`src/verilog/rdcs_defines.svh`:
```
// constants for the reset delay and clock select sequencer
// assumes a 20 mhz clk; all times are nominal figures from the block spec
`ifndef RDCS_DEFINES_SVH
`define RDCS_DEFINES_SVH
`define RDCS_CLK_MHZ 20
`define RDCS_T_POR_US 10
`define RDCS_T_STARTUP_REG_US 20
`define RDCS_T_POWER_UP_TIMER_MS 64
`define RDCS_T_RST_US 20
`define RDCS_T_LOCK_US 20
`define RDCS_T_MONITOR_US 500
`define RDCS_OST_PERIODS 1024
`define RDCS_OST_WIDTH 10
// cycle counts derived from the times above
`define RDCS_POR_CYC (`RDCS_T_POR_US * `RDCS_CLK_MHZ)
`define RDCS_STARTUP_REG_CYC (`RDCS_T_STARTUP_REG_US * `RDCS_CLK_MHZ)
`define RDCS_POWER_UP_TIMER_CYC (`RDCS_T_POWER_UP_TIMER_MS * 1000 * `RDCS_CLK_MHZ)
`define RDCS_RST_CYC (`RDCS_T_RST_US * `RDCS_CLK_MHZ)
`define RDCS_LOCK_CYC (`RDCS_T_LOCK_US * `RDCS_CLK_MHZ)
`define RDCS_MONITOR_CYC (`RDCS_T_MONITOR_US * `RDCS_CLK_MHZ)
// oscillator source encodings of the 3-bit clock source field
`define RDCS_SRC_FRC 3'h0
`define RDCS_SRC_FRCPLL 3'h1
`define RDCS_SRC_XT 3'h2
`define RDCS_SRC_XTPLL 3'h3
`define RDCS_SRC_SECONDARY_OSC 3'h4
`define RDCS_SRC_INTERNAL_LOW_POWER_RC_OSC 3'h5
`define RDCS_SRC_EC 3'h6
`define RDCS_SRC_ECPLL 3'h7
// reset control register bit positions
`define RDCS_RC_TRAP 15
`define RDCS_RC_IOPU 14
`define RDCS_RC_REGSLP 8
`define RDCS_RC_EXT 7
`define RDCS_RC_SW 6
`define RDCS_RC_WDT 4
`define RDCS_RC_SLEEP 3
`define RDCS_RC_IDLE 2
`define RDCS_RC_BOR 1
`define RDCS_RC_POR 0
`define RDCS_RC_IMPL_MASK 16'hC1DF
// oscillator control register fields of the current and new source
`define RDCS_OC_CUR_LSB 12
`define RDCS_OC_NEW_LSB 8
`endif

```
`src/verilog/rdcs_pkg.sv`:
```
// types shared by the reset delay and clock select sequencer
// assumes rdcs_defines.svh is compiled alongside
package rdcs_pkg;
    // reset and wake events, one-cycle pulses
    typedef struct packed {
        logic por;
        logic bor;
        logic pin;
        logic wdt;
        logic sw;
        logic iopu;
        logic trap;
        logic wake;
    } rdcs_events_s;
    typedef enum logic [2:0] {
        RDCS_RUN = 3'b000,
        RDCS_HOLD = 3'b001,
        RDCS_CLKWAIT = 3'b011,
        RDCS_MONWAIT = 3'b010
    } rdcs_state_e;
    typedef struct packed {
        logic [15:0] rc;
        logic [15:0] oc;
        logic [2:0] src;
        rdcs_state_e st;
        logic rst_busy;
        logic clk_ok;
        logic mon_on;
        logic fail_trap;
        logic switched;
    } rdcs_state_s;
endpackage

```
`src/verilog/rdcs_delay_timer.sv`:
```
// loadable down counter timing one nominal delay
// assumes load and the clock enable come from the sequencer
`include "rdcs_defines.svh"
module rdcs_delay_timer #(
    parameter int W = 21
) (
    // clock and reset
    input wire logic clk,
    input wire logic rst_n,
    input wire logic ce,
    // control
    input wire logic load,
    input wire logic [W-1:0] count,
    // status
    output logic done
);
    typedef struct packed {
        logic [W-1:0] cnt;
        logic done;
    } rdcs_tmr_s;
    rdcs_tmr_s q;
    rdcs_tmr_s next_q;
    // counts down; done is a level held once zero is reached
    always_comb begin
        next_q = q;
        if (load) begin
            next_q.cnt = count;
            next_q.done = (count == '0);
        end else if (q.cnt != '0) begin
            next_q.cnt = q.cnt - W'(1);
            next_q.done = (q.cnt == W'(1));
        end
    end
    always_ff @(posedge clk) begin
        if (!rst_n) begin
            q <= '0;
        end else if (ce) begin
            q <= next_q;
        end
    end
    assign done = q.done;
endmodule

```
`src/verilog/rdcs_ost_counter.sv`:
```
// oscillator start-up counter, counts oscillator periods given as ticks
// assumes osc_tick is a one-cycle pulse per oscillator period, synchronous to clk
`include "rdcs_defines.svh"
module rdcs_ost_counter #(
    parameter int W = `RDCS_OST_WIDTH
) (
    // clock and reset
    input wire logic clk,
    input wire logic rst_n,
    input wire logic ce,
    // control
    input wire logic start,
    input wire logic osc_tick,
    // status
    output logic done
);
    typedef struct packed {
        logic [W-1:0] cnt;
        logic run;
        logic done;
    } rdcs_ost_s;
    rdcs_ost_s q;
    rdcs_ost_s next_q;
    // wraps after 2**W periods, then releases the oscillator
    always_comb begin
        next_q = q;
        if (start) begin
            next_q = '0;
            next_q.run = 1'b1;
        end else if (q.run && osc_tick) begin
            next_q.cnt = q.cnt + W'(1);
            if (q.cnt == {W{1'b1}}) begin
                next_q.run = 1'b0;
                next_q.done = 1'b1;
            end
        end
    end
    always_ff @(posedge clk) begin
        if (!rst_n) begin
            q <= '0;
        end else if (ce) begin
            q <= next_q;
        end
    end
    assign done = q.done;
endmodule

```
`src/verilog/rdcs_sequencer.sv`:
```
// reset release sequencer: clock source pick, reset delays, clock release,
// clock monitor start, reset cause and oscillator control values
// assumes all inputs synchronous to clk, which is an always-running reference
`include "rdcs_defines.svh"
module rdcs_sequencer #(
    parameter int POR_CYC = `RDCS_POR_CYC,
    parameter int STARTUP_REG_CYC = `RDCS_STARTUP_REG_CYC,
    parameter int POWER_UP_TIMER_CYC = `RDCS_POWER_UP_TIMER_CYC,
    parameter int RST_CYC = `RDCS_RST_CYC,
    parameter int LOCK_CYC = `RDCS_LOCK_CYC,
    parameter int MONITOR_CYC = `RDCS_MONITOR_CYC,
    parameter int TW = 22
) (
    // clock and reset
    input wire logic clk,
    input wire logic rst_n,
    input wire logic ce,
    // reset and wake sources
    input wire rdcs_pkg::rdcs_events_s events,
    // configuration
    input wire logic clk_switch_en,
    input wire logic regulator_en,
    input wire logic monitor_en,
    input wire logic [2:0] new_osc_config_field,
    input wire logic sleep_entry,
    input wire logic idle_entry,
    // oscillator side
    input wire logic osc_tick,
    input wire logic clock_valid,
    // software access to the two registers
    input wire logic rc_wr,
    input wire logic [15:0] rc_wdata,
    input wire logic oc_wr,
    input wire logic [15:0] oc_wdata,
    // outputs
    output logic system_reset_signal,
    output logic exec_enable,
    output logic clk_released,
    output logic monitor_active,
    output logic osc_fail_trap,
    output logic [2:0] clk_source,
    output logic [15:0] reset_control_reg,
    output logic [15:0] osc_control_reg
);
    ////////////////////////////////////////////////////////////////////////
    // helpers
    function automatic logic is_xtal(input logic [2:0] s);
        return s == `RDCS_SRC_XT || s == `RDCS_SRC_XTPLL || s == `RDCS_SRC_SECONDARY_OSC;
    endfunction
    function automatic logic is_pll(input logic [2:0] s);
        return s == `RDCS_SRC_FRCPLL || s == `RDCS_SRC_XTPLL || s == `RDCS_SRC_ECPLL;
    endfunction
    rdcs_pkg::rdcs_state_s q;
    rdcs_pkg::rdcs_state_s next_q;
    logic any_rst;
    logic power_rst;
    logic rst_done;
    logic lock_done;
    logic mon_done;
    logic ost_done;
    logic load_rst;
    logic load_lock;
    logic load_mon;
    logic [2:0] pick_src;
    logic [TW-1:0] rst_count;
    logic [TW-1:0] lock_count;
    logic [TW-1:0] mon_count;
    logic [15:0] rc_set;
    assign power_rst = events.por | events.bor;
    assign any_rst = power_rst | events.pin | events.wdt | events.sw | events.iopu
                   | events.trap;
    ////////////////////////////////////////////////////////////////////////
    // delay loads chosen by reset type and source
    always_comb begin
        // switching on keeps the current field for soft resets
        if (clk_switch_en && !power_rst) begin
            pick_src = q.oc[`RDCS_OC_CUR_LSB +: 3];
        end else begin
            pick_src = new_osc_config_field;
        end
        // power-on sums three delays and brown-out two; other resets use only internal time
        if (events.por) begin
            rst_count = TW'(POR_CYC + (regulator_en ? STARTUP_REG_CYC : POWER_UP_TIMER_CYC) + RST_CYC);
        end else if (events.bor) begin
            rst_count = TW'((regulator_en ? STARTUP_REG_CYC : POWER_UP_TIMER_CYC) + RST_CYC);
        end else if (any_rst) begin
            rst_count = TW'(RST_CYC);
        end else begin
            rst_count = TW'(STARTUP_REG_CYC); // wake path
        end
        lock_count = TW'(LOCK_CYC);
        mon_count = TW'(MONITOR_CYC);
    end
    assign load_rst = any_rst | (events.wake & regulator_en);
    // clock delays only on power resets, in parallel with the reset delay
    assign load_lock = power_rst;
    // monitor delay loads once, on the first monitor-wait cycle; a load held
    // every cycle would never let it count down
    assign load_mon = q.st == rdcs_pkg::RDCS_MONWAIT && q.rst_busy;
    rdcs_delay_timer #(.W(TW)) u_rst_tmr (
        .clk(clk), .rst_n(rst_n), .ce(ce),
        .load(load_rst), .count(rst_count), .done(rst_done)
    );
    rdcs_delay_timer #(.W(TW)) u_lock_tmr (
        .clk(clk), .rst_n(rst_n), .ce(ce),
        .load(load_lock), .count(lock_count), .done(lock_done)
    );
    rdcs_delay_timer #(.W(TW)) u_mon_tmr (
        .clk(clk), .rst_n(rst_n), .ce(ce),
        .load(load_mon), .count(mon_count), .done(mon_done)
    );
    rdcs_ost_counter #(.W(`RDCS_OST_WIDTH)) u_ost (
        .clk(clk), .rst_n(rst_n), .ce(ce),
        .start(power_rst), .osc_tick(osc_tick), .done(ost_done)
    );
    ////////////////////////////////////////////////////////////////////////
    // reset cause flags set by events
    always_comb begin
        rc_set = '0;
        rc_set[`RDCS_RC_POR] = events.por;
        rc_set[`RDCS_RC_BOR] = power_rst;
        rc_set[`RDCS_RC_EXT] = events.pin;
        rc_set[`RDCS_RC_SW] = events.sw;
        rc_set[`RDCS_RC_WDT] = events.wdt;
        rc_set[`RDCS_RC_SLEEP] = sleep_entry;
        rc_set[`RDCS_RC_IDLE] = idle_entry;
        rc_set[`RDCS_RC_IOPU] = events.iopu;
        rc_set[`RDCS_RC_TRAP] = events.trap;
    end
    ////////////////////////////////////////////////////////////////////////
    // main state
    always_comb begin
        next_q = q;
        // software writes only store, never reset; set wins over write
        if (rc_wr) begin
            next_q.rc = rc_wdata & `RDCS_RC_IMPL_MASK;
        end
        if (oc_wr) begin
            next_q.oc = oc_wdata;
        end
        // clearing events: power-on clears all but its own flags; brown-out also keeps pin and power-on
        if (events.por) begin
            next_q.rc = '0;
        end else if (events.bor) begin
            // brown-out keeps the pin and power-on flags, it clears neither
            next_q.rc = next_q.rc & ((16'h0001 << `RDCS_RC_EXT) | (16'h0001 << `RDCS_RC_POR));
        end
        if (sleep_entry || idle_entry) begin
            next_q.rc[`RDCS_RC_WDT] = 1'b0;
        end
        next_q.rc = next_q.rc | rc_set;
        next_q.rc[`RDCS_RC_REGSLP] = regulator_en;
        case (q.st)
            rdcs_pkg::RDCS_RUN: begin
                if (monitor_en && q.mon_on && !clock_valid && !q.switched) begin
                    next_q.src = `RDCS_SRC_FRC;
                    next_q.oc[`RDCS_OC_CUR_LSB +: 3] = `RDCS_SRC_FRC;
                    next_q.fail_trap = 1'b1;
                    next_q.switched = 1'b1;
                end
            end
            rdcs_pkg::RDCS_HOLD: begin
                if (rst_done && !q.rst_busy) begin
                    next_q.rst_busy = 1'b0;
                    next_q.st = rdcs_pkg::RDCS_CLKWAIT;
                end
                next_q.rst_busy = 1'b0;
            end
            rdcs_pkg::RDCS_CLKWAIT: begin
                // clock release needs start-up count and lock as source asks
                if ((!is_xtal(q.src) || ost_done) && (!is_pll(q.src) || lock_done)) begin
                    next_q.clk_ok = 1'b1;
                    next_q.rst_busy = 1'b1;
                    next_q.st = rdcs_pkg::RDCS_MONWAIT;
                end
            end
            rdcs_pkg::RDCS_MONWAIT: begin
                next_q.rst_busy = 1'b0;
                // monitor starts after its delay only for crystal or pll
                if (!q.rst_busy && (mon_done || !(is_xtal(q.src) || is_pll(q.src)))) begin
                    next_q.mon_on = 1'b1;
                    next_q.st = rdcs_pkg::RDCS_RUN;
                end
            end
            default: begin
                next_q.st = rdcs_pkg::RDCS_HOLD;
            end
        endcase
        // any reset, or a wake with the regulator on, restarts the sequence
        if (load_rst) begin
            next_q.st = rdcs_pkg::RDCS_HOLD;
            next_q.rst_busy = 1'b1;
            next_q.fail_trap = 1'b0;
            next_q.switched = 1'b0;
            next_q.mon_on = 1'b0;
            if (any_rst) begin
                next_q.src = pick_src;
                // oscillator control depends on reset type and config
                next_q.oc = {1'b0, pick_src, 1'b0, new_osc_config_field, 8'h00};
                // soft resets keep a clock already released; one cut short during a
                // power-on wait still waits for start-up count and lock
                next_q.clk_ok = q.clk_ok && !power_rst;
            end
        end
    end
    always_ff @(posedge clk) begin
        if (!rst_n) begin
            q <= '0;
            q.st <= rdcs_pkg::RDCS_HOLD;
            q.rst_busy <= 1'b1;
        end else if (ce) begin
            q <= next_q;
        end
    end
    ////////////////////////////////////////////////////////////////////////
    // registered outputs
    logic st_hold_q;
    always_ff @(posedge clk) begin
        if (!rst_n) begin
            st_hold_q <= 1'b1;
            exec_enable <= 1'b0;
        end else if (ce) begin
            st_hold_q <= next_q.st == rdcs_pkg::RDCS_HOLD;
            exec_enable <= next_q.st != rdcs_pkg::RDCS_HOLD && next_q.clk_ok;
        end
    end
    assign system_reset_signal = st_hold_q;
    assign clk_released = q.clk_ok;
    assign monitor_active = q.mon_on;
    assign osc_fail_trap = q.fail_trap;
    assign clk_source = q.src;
    assign reset_control_reg = q.rc;
    assign osc_control_reg = q.oc;
endmodule
```
`config.mk`:
```
export PLATFORM = sky130hd
export DESIGN_NAME = rdcs_sequencer
export DESIGN_NICKNAME = d
export VERILOG_FILES = /design/src/verilog/rdcs_pkg.sv /design/src/verilog/rdcs_delay_timer.sv /design/src/verilog/rdcs_ost_counter.sv /design/src/verilog/rdcs_sequencer.sv
export VERILOG_INCLUDE_DIRS = /design/src /design/src/verilog
export SDC_FILE = /design/constraint.sdc
export NUM_CORES = 1
export LEC_CHECK = 0
export ABC_AREA = 1
export BUFFER_PORTS_ARGS = -buffer_cell sky130_fd_sc_hd__buf_2
export CAP_MARGIN = 20
export CORE_MARGIN = 5
export CORE_UTILIZATION = 40
export DETAILED_ROUTE_END_ITERATION = 16
export PLACE_DENSITY = 0.65
export SYNTH_ARGS = -nofsm -noshare
export SYNTH_HDL_FRONTEND = slang
export SYNTH_HIERARCHICAL = 1
export SYNTH_SLANG_ARGS = --single-unit
```
`constraint.sdc`:
```
create_clock -name clk -period 2.2 [get_ports clk]
set_input_delay 0.11 -clock clk [delete_from_list [all_inputs] [get_ports clk]]
set_output_delay 0.11 -clock clk [all_outputs]
set_load 0.005 [all_outputs]
```
==> impl_metrics.ini <==
[power]
power.combinational.fraction_pct = 29.4
intPower_uw = 5100
switching_share_pct = 35.6
seqPwrFrac_pct = 32.5
switchingPower_uw = 2820
power.ir.vdd_worst_mv = 0.502
clock_network_fraction_of_total_power_pct = 38.2
leakagePower_uw = 0.00475
power-per-cell-area_mw_per_mm2 = 796
total_power_uw = 7920

[placement]
place_hpwl_um = 16300
routabilityCongestion = 0.872
port-buffer-count = 81

[synthesis]
synthArstFlopShare_pct = 0
syn_area_cell_um2 = 6.20
synth.cell_area_mm2 = 0.00830
synth_warnings = 6
ys_types = 48
ys_ff_latch = 119
netlist_instances = 1340
synth-main-ff-cell = sky130_fd_sc_hd__dfxtp_1
synth.yosys.seq_area_share_pct = 28.7
synth_edf_count = 0

[grt]
first_global_vias = 7660
grt.total_usage_pct = 18.7
globalRoute.totalOverflow = 0
grt_antenna_before_repair = 0
grt_max_degree = 31
grt_pass1_wl_um = 37000

[run]
number_of_max_capacitance_violations_reported = 0

[routing]
route.top_layer_used = met4
ant_nets = 0
detailroute.via_count = 8499
routedLengthMet1_um = 10800
drt_first_iter_violations = 554
drc = 0
drt-wirelength-per-cell_um = 12.5
drtPass1Iterations = 5
wl_met3_um = 1010
drt-vias-per-instance = 4.76
wire_length_on_met2_um = 10300
postRouteWirelength_um = 22300

[critical_path]
timing.critical_path.from_type = input port
reg2reg_slack_ps = 250
regToRegEndpoint = u_rst_tmr/q[21]
critical_path.max_fanout = 12
crit_arrival_ps = 2380
critPathRequiredTime_ps = 2560
path_class = in -> reg
r2r_cells = 10
crit_path_end_kind = flop
r2r-start = u_rst_tmr/q[1]

[min_path]
whs_path_depth = 3
min_to = osc_control_reg[10]
hold_path_startpoint = new_osc_config_field[2]
min_path_type = in -> reg

[clock_tree]
h_tree_levels = 4
post-cts-setup-buffer-count = 0
ctsRootBufferMaster = sky130_fd_sc_hd__clkbuf_16
cts-root-to-sink-buffers = 2
cts_tree = yes
clock_pin_slew_reported_for_the_worst_setup_and_hold_paths_after_clock_tree_synthesis_ps = 60
clk-insertion-delay-late_ps = 420
tritoncts_num_sinks = 119
cts-buffers-inserted = 17

[floorplan]
start_util_pct = 40.8
core-area_mm2 = 0.0204
die_h_um = 154
placement_rows = 52
chipWidth_um = 154
pin_count = 95
die-area_mm2 = 0.0237

[final_layout]
layout.cells.most_common_list = sky130_fd_sc_hd__nand2_1, sky130_fd_sc_hd__nor2_1, sky130_fd_sc_hd__inv_1, sky130_fd_sc_hd__dfxtp_1, sky130_fd_sc_hd__nand3_1
final_layout_size_suffix_gt1_share_pct = 14.8
largest_registers = u_lock_tmr/q: 22 flops, u_mon_tmr/q: 22 flops, u_rst_tmr/q: 22 flops
nets = 1566
area_growth_pct = 19.8
number_of_antenna_diodes = 0
layout.cells.most_common = sky130_fd_sc_hd__nand2_1

[sta]
finalMaxSlewViolations = 0
setup_total_negative_slack_ps = 0
final_hold_viol_count = 0
final_period_minus_worst_setup_slack_ps = 2030
clock_skew_ps = 7.77
max_clock_freq_mhz = 494
setup_viol_count_final = 0
share_of_the_cycle_needed_by_the_critical_path_after_routing_pct = 92.1
worstMarginPinSlew_ps = 616
max-slew-margin-rel_pct = 58.9
setup_repair_after_global_routing_missed_its_margin = false

[run_status]
outcome = finished clean
==> cell usage after synthesis (3+ instances only) <==
master	count	area, µm²
sky130_fd_sc_hd__buf_2	4	20.0
sky130_fd_sc_hd__o31ai_1	3	22.5
sky130_fd_sc_hd__ha_1	7	87.6
sky130_fd_sc_hd__nor4_1	3	18.8
sky130_fd_sc_hd__nor2_2	26	163
sky130_fd_sc_hd__inv_2	9	33.8
sky130_fd_sc_hd__clkbuf_1	17	63.8
sky130_fd_sc_hd__or2_2	3	18.8
sky130_fd_sc_hd__buf_1	9	33.8
sky130_fd_sc_hd__o211ai_1	8	60.1
sky130_fd_sc_hd__inv_4	4	25.0
sky130_fd_sc_hd__clkinv_1	6	22.5
sky130_fd_sc_hd__nand2_2	10	62.6
sky130_fd_sc_hd__nand3_2	6	60.1
sky130_fd_sc_hd__o21bai_1	7	52.6
sky130_fd_sc_hd__o22ai_1	3	18.8
sky130_fd_sc_hd__o21ai_0	52	260
sky130_fd_sc_hd__dfxtp_1	119	2380
sky130_fd_sc_hd__nand2_4	7	78.8
sky130_fd_sc_hd__a21oi_1	82	410
sky130_fd_sc_hd__nor3_1	23	115
sky130_fd_sc_hd__o21ai_1	26	130
sky130_fd_sc_hd__buf_6	10	113
sky130_fd_sc_hd__nor2_8	4	80.1
sky130_fd_sc_hd__nand4_4	3	63.8
sky130_fd_sc_hd__nor3b_1	3	22.5
sky130_fd_sc_hd__inv_1	128	480
sky130_fd_sc_hd__nand2_1	331	1240
sky130_fd_sc_hd__nor2_4	8	90.1
sky130_fd_sc_hd__a31oi_1	5	31.3
sky130_fd_sc_hd__nand4_1	25	156
sky130_fd_sc_hd__o221ai_1	5	43.8
sky130_fd_sc_hd__buf_4	35	263
sky130_fd_sc_hd__xor2_1	4	35.0
sky130_fd_sc_hd__nor2_1	224	841
sky130_fd_sc_hd__nand3_4	3	52.6
sky130_fd_sc_hd__and2_1	4	25.0
sky130_fd_sc_hd__nand3b_1	3	22.5
sky130_fd_sc_hd__nand3_1	100	500
==> metrics by stage <==
stage | instance area, µm² | hold slack (ps) | setup slack [ps] | std cells | utilization (%)
2_1_floorplan | 8660 | 242 | 372 | 1435 | -
6_report | 9940 | 22.6 | 175 | 1787 | 48.8
5_1_grt | 9940 | 12.3 | 22.9 | 1787 | 48.8
4_1_cts | 9940 | 12.2 | 131 | 1787 | 48.8
3_3_place_gp | 9090 | 362 | 248 | 1734 | 44.7
3_5_place_dp | 9090 | 374 | 242 | 1734 | 44.7
==> power by group through the flow <==
| stage | Combinational (µW) | Clock, µW | Sequential, µW |
|---|---|---|---|
| final | 2330 | 3020 | 2570 |
| after global routing | 2660 | 3190 | 2600 |
| after CTS | 2320 | 3090 | 2570 |
| after detailed placement | 2270 | 0 | 2610 |
| after global placement | 2250 | 0 | 2610 |
| after floorplan | 1890 | 0 | 2550 |
==> area by class of cell <==
type | count | area, µm²
multi-input combinational | 1094 | 5230
clock buffer | 18 | 439
sequential | 119 | 2380
clock inverter | 14 | 198
timing repair buffer | 125 | 801
inverter | 147 | 562
fill | 2091 | 10400
tap | 270 | 338
==> per-layer routing <==
layer,global-route usage (%),up-vias
met5,0,-
met4,3.87,0
met3,4.05,16
met2,31.5,173
met1,24.8,3783
li1,-,4527
==> worst max-delay path by stage <==
stage | start | to | slack [ps] | depth (start not counted)
floorplan | q[7] | u_mon_tmr/q[1] | 370 | 8
global placement | events[4] | u_rst_tmr/done | 250 | 13
detailed placement | events[4] | u_rst_tmr/done | 240 | 13
CTS | events[4] | u_rst_tmr/done | 130 | 14
global route | events[4] | u_rst_tmr/done | 20 | 14
finish | events[4] | osc_control_reg[8] | 170 | 9
==> kinds of logic (layout without fill, tap and decap cells) <==
logic type	count (synthesis)	count (layout)	synth area share, %
other	2	97	0.0904
DFF	119	119	28.7
AOI/OAI and AO/OA	199	199	13.4
and+or+nand+nor	787	787	43.6
adders and majority gates	7	7	1.05
xor gates and xnor gates	4	4	0.422
buffers and inverters	222	304	12.7
==> what timing repair did <==
| action | 4_1_cts | 5_1_grt |
|---|---|---|
| resized for setup | 0 | 1 |
| hold buffers | 21 | 0 |
| setup endpoints to repair | 0 | 3 |
| endpoints found under the hold margin | 20 | 0 |
==> critical path, cell delays in order <==
cell and delay (ps):
sky130_fd_sc_hd__dlygate4sd3_1 550, sky130_fd_sc_hd__buf_2 150, sky130_fd_sc_hd__nor2_2 160, sky130_fd_sc_hd__nand2_1 110
sky130_fd_sc_hd__nor2_4 140, sky130_fd_sc_hd__buf_4 230, sky130_fd_sc_hd__nand4_1 120, sky130_fd_sc_hd__a31oi_1 200
sky130_fd_sc_hd__dlygate4sd3_1 580
Power figures use the tool's default switching activity.
